### config.mk
export PLATFORM = sky130hd
export DESIGN_NAME = tx_control_status_register
export DESIGN_NICKNAME = d
export VERILOG_FILES = /design/src/inc/tx_ctrl_pkg.sv /design/src/rtl/tx_control_status_register.sv
export SDC_FILE = /design/constraint.sdc
export NUM_CORES = 1
export LEC_CHECK = 0
export ABC_AREA = 1
export ABC_CLOCK_PERIOD_IN_PS = 1960
export BUFFER_PORTS_ARGS = -buffer_cell sky130_fd_sc_hd__buf_2
export CAP_MARGIN = 20
export CORE_MARGIN = 2
export CORE_UTILIZATION = 50
export CTS_CLUSTER_DIAMETER = 50
export DETAILED_ROUTE_END_ITERATION = 7
export GPL_TIMING_DRIVEN = 0
export PLACE_DENSITY = 0.8
export SLEW_MARGIN = 20
export SYNTH_ARGS = -nofsm -noshare
export SYNTH_HDL_FRONTEND = slang
export SYNTH_SLANG_ARGS = --single-unit
### constraint.sdc
create_clock -name aclk -period 1.96 [get_ports aclk]
set_input_delay 0.098 -clock aclk [delete_from_list [all_inputs] [get_ports aclk]]
set_output_delay 0.098 -clock aclk [all_outputs]
set_load 0.02 [all_outputs]
### src/inc/tx_ctrl_pkg.sv
// Purpose: Shared constants and carriers for the transmit control/status register
// Assumes: 25 MHz aclk, 32-bit AXI4-Lite register bus
// Notes:   Register index 3 maps to byte address 12
package tx_ctrl_pkg;
  // Clock and timing
  localparam int CLK_PERIOD_NS = 40;
  localparam int DEFER_LIMIT_NS = 3_200_000;
  localparam int DEFER_LIMIT_CYC = DEFER_LIMIT_NS / CLK_PERIOD_NS;
  localparam int SLOT_TIME_NS = 51_200;
  localparam int SLOT_TIME_CYC = SLOT_TIME_NS / CLK_PERIOD_NS;
  localparam int DEFER_CNT_W = 17;
  localparam int SLOT_CNT_W = 11;
  localparam logic [4:0] COLLISION_LIMIT = 5'h10;
  // Register map
  localparam logic [3:0] TX_CONTROL_INDEX = 4'h3;
  localparam logic [7:0] TX_CONTROL_ADDR = 8'h0C;
  localparam logic [7:0] TX_ENGINE_ADDR = 8'h10;
  localparam logic [15:0] TX_CONTROL_RESET = 16'h0102;
  // Mode bit positions in the control register
  localparam int MODE_LSB = 12;
  localparam int B_IRQ_REQ = 15;
  localparam int B_ORIGIN = 14;
  localparam int B_FCS_SUP = 13;
  localparam int B_DEF_DIS = 12;
  // Status bit positions
  localparam int B_DEF_EXCEEDED = 10;
  localparam int B_DEFERRED = 9;
  localparam int B_NO_CARRIER = 8;
  localparam int B_CARRIER_DROP = 7;
  localparam int B_COLL_LIMIT = 6;
  localparam int B_LATE_COLL = 5;
  localparam int B_MON_BAD = 3;
  localparam int B_FIFO_STARVED = 2;
  localparam int B_LEN_MISMATCH = 1;
  localparam int B_SENT_OK = 0;
  // AXI responses
  localparam logic [1:0] RESP_OKAY = 2'h0;
  localparam logic [1:0] RESP_SLVERR = 2'h2;

  // Events from the transmit engine, all same-clock
  typedef struct packed {
    logic cfg_fetched;
    logic [15:0] cfg_word;
    logic tx_begin;
    logic preamble_start;
    logic sfd_done;
    logic deferring;
    logic fifo_starved;
    logic frame_end;
    logic frame_good;
    logic len_mismatch;
    logic monitored_bad;
  } tx_event_s;

  // Descriptor status write-back
  typedef struct packed {
    logic valid;
    logic [4:0] collisions;
    logic [15:0] status;
  } wb_req_s;
endpackage

### src/rtl/tx_control_status_register.sv
// Purpose: Transmit control and status register with its frame-level status logic
// Assumes: Engine events on aclk; carrier and collision come from pins
// Notes:   Register index 3 sits at byte address 0x0C
`timescale 1ns/10ps
module tx_control_status_register #(
  parameter int DEFER_CYCLES = tx_ctrl_pkg::DEFER_LIMIT_CYC,
  parameter int SLOT_CYCLES = tx_ctrl_pkg::SLOT_TIME_CYC
) (
  // Clock and reset
  input wire logic aclk,
  input wire logic aresetn,
  // AXI4-Lite write
  input wire logic [7:0] awaddr,
  input wire logic awvalid,
  output logic awready,
  input wire logic [31:0] wdata,
  input wire logic [3:0] wstrb,
  input wire logic wvalid,
  output logic wready,
  output logic [1:0] bresp,
  output logic bvalid,
  input wire logic bready,
  // AXI4-Lite read
  input wire logic [7:0] araddr,
  input wire logic arvalid,
  output logic arready,
  output logic [31:0] rdata,
  output logic [1:0] rresp,
  output logic rvalid,
  input wire logic rready,
  // Transmit engine
  input wire tx_ctrl_pkg::tx_event_s tx_event,
  // Medium pins
  input wire logic carrier_sense_pin,
  input wire logic collision_pin,
  // Engine controls
  output logic append_fcs,
  output logic tx_abort,
  output logic collision_backoff,
  output logic programmed_tx_irq_flag,
  // Descriptor write-back
  output tx_ctrl_pkg::wb_req_s wb_req,
  input wire logic wb_ready
);
  import tx_ctrl_pkg::*;

  if (DEFER_CYCLES < 1 || DEFER_CYCLES >= (1 << DEFER_CNT_W)) begin : g_chk_defer
    $error("DEFER_CYCLES out of range");
  end
  if (SLOT_CYCLES < 1 || SLOT_CYCLES >= (1 << SLOT_CNT_W)) begin : g_chk_slot
    $error("SLOT_CYCLES out of range");
  end

  typedef struct packed {
    logic [15:0] ctrl;
    logic [4:0] coll;
    logic [15:0] cfg;
    logic armed;
    logic active;
    logic on_wire;
    logic slot_run;
    logic slot_over;
    logic [SLOT_CNT_W-1:0] slot_cnt;
    logic [DEFER_CNT_W-1:0] defer_cnt;
    logic [1:0] crs_s;
    logic [1:0] col_s;
    logic col_d;
    logic wb_pend;
    logic irq;
    logic abort;
    logic backoff;
    logic bvalid;
    logic [1:0] bresp;
    logic rvalid;
    logic [1:0] rresp;
    logic [31:0] rdata;
  } state_s;

  state_s st_r;
  state_s st_nxt;
  logic wr_go;
  logic rd_go;
  logic crs;
  logic col_rise;
  logic end_now;

  // Readable image of a register address, zero data for unmapped
  function automatic logic [31:0] read_word(input logic [7:0] addr, input state_s s);
    logic [31:0] w;
    w = 32'h0000_0000;
    case (addr)
      TX_CONTROL_ADDR: w = {16'h0000, s.ctrl};
      TX_ENGINE_ADDR: w = {24'h00_0000, s.active, s.wb_pend, s.on_wire, s.coll};
      default: w = 32'h0000_0000;
    endcase
    return w;
  endfunction

  function automatic logic mapped(input logic [7:0] addr);
    return (addr == TX_CONTROL_ADDR) || (addr == TX_ENGINE_ADDR);
  endfunction

  // A write is taken only with both channels present; a read needs arvalid and no read response pending
  assign awready = awvalid && wvalid && !st_r.bvalid;
  assign wready = awready;
  assign wr_go = awready;
  assign arready = arvalid && !st_r.rvalid;
  assign rd_go = arready;
  assign bvalid = st_r.bvalid;
  assign bresp = st_r.bresp;
  assign rvalid = st_r.rvalid;
  assign rresp = st_r.rresp;
  assign rdata = st_r.rdata;

  assign crs = st_r.crs_s[1];
  assign col_rise = st_r.col_s[1] && !st_r.col_d;
  assign append_fcs = !st_r.ctrl[B_FCS_SUP];
  assign tx_abort = st_r.abort;
  assign collision_backoff = st_r.backoff;
  assign programmed_tx_irq_flag = st_r.irq;
  assign wb_req = {st_r.wb_pend, st_r.coll, st_r.ctrl};

  ////////////////////////////////////////////////////////////////////////////
  always_comb begin
    st_nxt = st_r;
    end_now = 1'b0;
    st_nxt.irq = 1'b0;
    st_nxt.abort = 1'b0;
    st_nxt.backoff = 1'b0;
    // Pin synchronisers
    st_nxt.crs_s = {st_r.crs_s[0], carrier_sense_pin};
    st_nxt.col_s = {st_r.col_s[0], collision_pin};
    st_nxt.col_d = st_r.col_s[1];

    // Register bus
    if (st_r.bvalid && bready) begin
      st_nxt.bvalid = 1'b0;
    end
    if (wr_go) begin
      st_nxt.bvalid = 1'b1;
      st_nxt.bresp = mapped(awaddr) ? RESP_OKAY : RESP_SLVERR;
      if (awaddr == TX_CONTROL_ADDR && wstrb[1]) begin
        st_nxt.ctrl[15:MODE_LSB] = wdata[15:MODE_LSB];
      end
    end
    if (st_r.rvalid && rready) begin
      st_nxt.rvalid = 1'b0;
    end
    if (rd_go) begin
      st_nxt.rvalid = 1'b1;
      st_nxt.rresp = mapped(araddr) ? RESP_OKAY : RESP_SLVERR;
      st_nxt.rdata = read_word(araddr, st_r);
    end

    // Descriptor fetch and programmed interrupt
    if (tx_event.cfg_fetched) begin
      st_nxt.cfg = tx_event.cfg_word;
      if (tx_event.cfg_word[B_IRQ_REQ] && st_r.armed) begin
        st_nxt.irq = 1'b1;
        st_nxt.armed = 1'b0;
      end
    end

    // Write-back done clears the per-frame history bits
    if (st_r.wb_pend && wb_ready) begin
      st_nxt.wb_pend = 1'b0;
      st_nxt.ctrl[B_DEFERRED] = 1'b0;
      st_nxt.ctrl[B_LATE_COLL] = 1'b0;
    end

    // Start of a transmission
    if (tx_event.tx_begin) begin
      st_nxt.ctrl[15:MODE_LSB] = st_r.cfg[15:MODE_LSB];
      if (!st_r.cfg[B_IRQ_REQ]) begin
        st_nxt.armed = 1'b1;
      end
      st_nxt.ctrl[B_DEF_EXCEEDED] = 1'b0;
      st_nxt.ctrl[B_CARRIER_DROP] = 1'b0;
      st_nxt.ctrl[B_COLL_LIMIT] = 1'b0;
      st_nxt.ctrl[B_LEN_MISMATCH] = 1'b0;
      st_nxt.ctrl[B_NO_CARRIER] = 1'b1;
      st_nxt.ctrl[B_SENT_OK] = 1'b0;
      st_nxt.ctrl[B_MON_BAD] = 1'b0;
      st_nxt.ctrl[B_FIFO_STARVED] = 1'b0;
      st_nxt.coll = 5'h00;
      st_nxt.active = 1'b1;
      st_nxt.on_wire = 1'b0;
      st_nxt.slot_run = 1'b0;
      st_nxt.slot_over = 1'b0;
      st_nxt.defer_cnt = '0;
    end

    if (st_r.active) begin
      // Deferral and its limit timer
      if (tx_event.deferring && !st_r.on_wire) begin
        if (st_r.coll == 5'h00) begin
          st_nxt.ctrl[B_DEFERRED] = 1'b1;
        end
        if (!st_r.ctrl[B_DEF_DIS]) begin
          st_nxt.defer_cnt = st_r.defer_cnt + 1'b1;
          if (st_r.defer_cnt == DEFER_CNT_W'(DEFER_CYCLES - 1)) begin
            st_nxt.ctrl[B_DEF_EXCEEDED] = 1'b1;
            end_now = 1'b1;
          end
        end
      end else begin
        st_nxt.defer_cnt = '0;
      end

      // Preamble and SFD mark the timer origin
      if (tx_event.preamble_start) begin
        st_nxt.ctrl[B_NO_CARRIER] = 1'b1;
        st_nxt.defer_cnt = '0;
        if (st_r.ctrl[B_ORIGIN]) begin
          st_nxt.slot_run = 1'b1;
          st_nxt.slot_over = 1'b0;
          st_nxt.slot_cnt = '0;
        end
      end
      if (tx_event.sfd_done) begin
        st_nxt.on_wire = 1'b1;
        if (!st_r.ctrl[B_ORIGIN]) begin
          st_nxt.slot_run = 1'b1;
          st_nxt.slot_over = 1'b0;
          st_nxt.slot_cnt = '0;
        end
      end
      if (st_r.slot_run) begin
        st_nxt.slot_cnt = st_r.slot_cnt + 1'b1;
        if (st_r.slot_cnt == SLOT_CNT_W'(SLOT_CYCLES - 1)) begin
          st_nxt.slot_run = 1'b0;
          st_nxt.slot_over = 1'b1;
        end
      end

      // Carrier watch from SFD to last byte, never aborts
      if (st_r.on_wire) begin
        if (crs) begin
          st_nxt.ctrl[B_NO_CARRIER] = 1'b0;
        end else begin
          st_nxt.ctrl[B_CARRIER_DROP] = 1'b1;
        end
      end

      // Collisions
      if (col_rise) begin
        st_nxt.coll = st_r.coll + 5'h01;
        st_nxt.ctrl[B_DEFERRED] = 1'b0;
        st_nxt.on_wire = 1'b0;
        st_nxt.slot_run = 1'b0;
        st_nxt.slot_over = 1'b0;
        if (st_r.slot_over) begin
          st_nxt.ctrl[B_LATE_COLL] = 1'b1;
        end
        if (st_r.coll + 5'h01 == COLLISION_LIMIT) begin
          st_nxt.ctrl[B_COLL_LIMIT] = 1'b1;
          end_now = 1'b1;
        end else begin
          st_nxt.backoff = 1'b1;
        end
      end

      // FIFO drained before the bus was won
      if (tx_event.fifo_starved) begin
        st_nxt.ctrl[B_FIFO_STARVED] = 1'b1;
        end_now = 1'b1;
      end

      // Normal end of frame
      if (tx_event.frame_end) begin
        st_nxt.ctrl[B_SENT_OK] = tx_event.frame_good;
        st_nxt.ctrl[B_LEN_MISMATCH] = tx_event.len_mismatch;
        st_nxt.ctrl[B_MON_BAD] = tx_event.monitored_bad && !st_r.ctrl[B_FCS_SUP];
      end

      if (end_now || tx_event.frame_end) begin
        st_nxt.abort = end_now;
        st_nxt.active = 1'b0;
        st_nxt.on_wire = 1'b0;
        st_nxt.slot_run = 1'b0;
        st_nxt.wb_pend = 1'b1;
      end
    end
  end

  ////////////////////////////////////////////////////////////////////////////
  // Only the hardware reset touches the register; no soft reset input exists
  always_ff @(posedge aclk) begin
    if (!aresetn) begin
      st_r <= '0;
      st_r.ctrl <= TX_CONTROL_RESET;
      st_r.armed <= 1'b1;
    end else begin
      st_r <= st_nxt;
    end
  end
endmodule

==> flow_summary.yaml <==
sta:
  fmax_mhz: 586
  rsz0062_at_grt: "false"
  max_slew_margin_pct: 59.3
  min_period_ps: 1710
  final.period_utilization_pct: 87.0
  fin_tns_setup_ps: 0
  setup_viol: 0
  worst_pin_slew_ps: 611
  hold_violations: 0
  slew_viol_final: 0
  worst_clock_skew_ps: 8.75
cts:
  insertion_delay_ps: 360
  cts_buffer_depth: 2
  numCtsBuffers: 9
  cts-resized-gates: 0
  hold_buffers: 8
  cts_setup_buffers: 0
  htreeDepth: 3
  clock_sinks: 84
  tritoncts: "built"
  clk_pin_slew_ps: 80
  root_buffer: "clkbuf_8"
cells_and_area:
  design_area_um2: 5430
  drive_above_1_share_pct: 27.0
  syn_to_final_growth_pct: 21.7
  nets: 862
  diodes: 0
synth:
  yosys_warnings: 0
  synth_ff_type: "dfxtp_1"
  synthArstFlopShare_pct: 0
  synth-edff-count: 0
  ys_seq_elements: 84
  syn_area_um2: 4460
  ys_seq_area_share_pct: 37.7
  syn_inst: 641
  synth_cell_types: 42
  syn-mean-instance-area_um2: 6.96
drt:
  drtAntennaViolNets: 0
  dr.pass1.iters: 5
  wl_mm: 10.6
  vias: 4362
  wl_per_cell_um: 12.0
  drc: 0
  drtIter0Drc: 293
  viasPerCell: 4.94
die:
  rows: 34
  fp.dieW_um: 98.5
  die_area_um2: 9700
  die_y_um: 98.5
  core_area_um2: 8680
  io_pins: 155
  start_util_pct: 51.4
critical_path:
  critPathLaunch: "rvalid"
  rr_startpoint: "wb_req[16]"
  arrival_ps: 1610
  startpoint_type: "flip-flop"
  path_class: "flip-flop to output pin"
  endpoint_kind: "output pin"
  timing.rr.end: "wb_req[21]"
  required_ps: 1860
  cp-endpoint: "arready"
  crit_fanout: 10
  rrSetupSlack_ps: 400
  reg2reg_depth: 10
global_routing:
  antenna_found_initial: 0
  overflow: 0
  grt_max_degree: 14
  grt_pass1_vias: 3942
  grtUsageTotal_pct: 22.1
  grt_pass1_wl_mm: 17.6
hold_path:
  hold_depth: 4
  hold_start: "wb_ready"
  min_path_type: "input pin to flip-flop"
power_and_ir_drop:
  power_w: 0.00376
  ir_drop_mv: 0.404
  p_leak_nw: 2.71
  power_density_nw_per_um2: 693
place:
  placed_area_um2: 5120
  place.gp.congestion: 0.854
  dp_hpwl_mm: 8.11
  io_buffers: 90
run:
  max-cap-violations: 0
status:
  status: "complete, no violations"
[final cells by class]
class	instances	area (um^2)
buffer	74	515
clock buffer	13	159
clock inverter	3	68.8
fill	793	3250
inverter	77	289
multi-input combinational	426	2050
sequential	84	1680
tap	108	135
timing repair buffer	98	531
[critical path: stages, from the launching register on]
cell      delay (ps)
dfxtp_1          320
nor2_1           290
clkbuf_1         390
buf_2            250
[metrics by stage]
stage / utilization [%] / hold slack [ps] / cells / setup WS, ps
6_report: 62.6 / 24.0 / 883 / 255
4_1_cts: 62.6 / 22.6 / 883 / 229
3_5_place_dp: 59.0 / 288 / 859 / 412
3_3_place_gp: 59.0 / 286 / 859 / 412
5_1_grt: 62.6 / 43.2 / 883 / 112
2_1_floorplan: - / 196 / 661 / 585
[kinds of logic (layout without fill, tap and decap cells)]
logic type	Yosys count	in the layout	share of synthesized area, %
AO/OA/AOI/OAI	98	98	12.9
adder cells (fa/ha/maj)	4	4	1.12
buffers and inverters	151	265	18.0
flip-flops	84	84	37.7
multiplexers	3	3	0.673
other	1	21	0.0840
AND/OR/NAND/NOR	300	300	29.5
[layout by cell type (no fill, tap or decap), drive strengths merged]
cell	n
buf	158
nand2	149
nor2	87
dfxtp	84
inv	74
o21ai	44
a21oi	32
nand3	31
conb	21
clkbuf	19
nor3	13
nand4	12
dlygate4sd3	8
a211oi	7
o211ai	4
ha	4
clkinv	4
mux2i	3
o211a	3
a31oi	3
nor4	2
o31ai	2
bufinv	2
nand3b	2
or2	2
a22oi	1
and2	1
nor3b	1
a32oi	1
a22o	1
[flip-flops by register name, indices dropped and copies added (netlist names)]
name	count
st_r	38
wb_req	20
rdata	15
st_nxt	3
bresp	1
bvalid	1
collision_backoff	1
crs	1
programmed_tx_irq_flag	1
rresp	1
rvalid	1
tx_abort	1
[worst min-delay path by stage]
stage                     slack [ps]                      to
after global placement           290              st_nxt[46]
after global routing              40  programmed_tx_irq_flag
after CTS                         20              wb_req[21]
after floorplan                  200              st_nxt[44]
final                             20              wb_req[21]
after detailed placement         290              st_nxt[44]
[metal layers]
metal / GRT usage [%] / vias up / wire, um
met2: 38.2 / 172 / 5070
met1: 27.8 / 1925 / 4620
met4: 8.43 / 0 / 164
met3: 3.33 / 19 / 758
li1: - / 2246 / -
met5: 0 / - / 0
[synthesized netlist by cell type, types with 2 or more instances]
master      n  area [um^2]
a211oi_1    3         22.5
a211oi_2    4         50.1
a21oi_1    31          155
a31oi_1     3         18.8
buf_2       7         35.0
buf_4      59          443
clkbuf_1    6         22.5
clkinv_1    3         11.3
dfxtp_1    84         1680
ha_1        4         50.1
inv_1      58          218
inv_2      16         60.1
mux2i_1     3         30.0
nand2_1   147          552
nand2_2     2         12.5
nand3_1    29          145
nand3_2     2         20.0
nand4_1    12         75.1
nor2_1     77          289
nor2_2      7         43.8
nor2_4      2         22.5
nor3_1     13         65.1
nor4_1      2         12.5
o211a_1     3         30.0
o211ai_1    4         30.0
o21ai_0    24          120
o21ai_1    20          100
o31ai_1     2         15.0
[power by group]
part	total [W]	switching [W]	internal, W
Combinational	0.000553	0.000329	0.000224
Clock	0.00140	0.000609	0.000791
Sequential	0.00181	0.0000464	0.00176
Power figures use the tool's default switching activity.
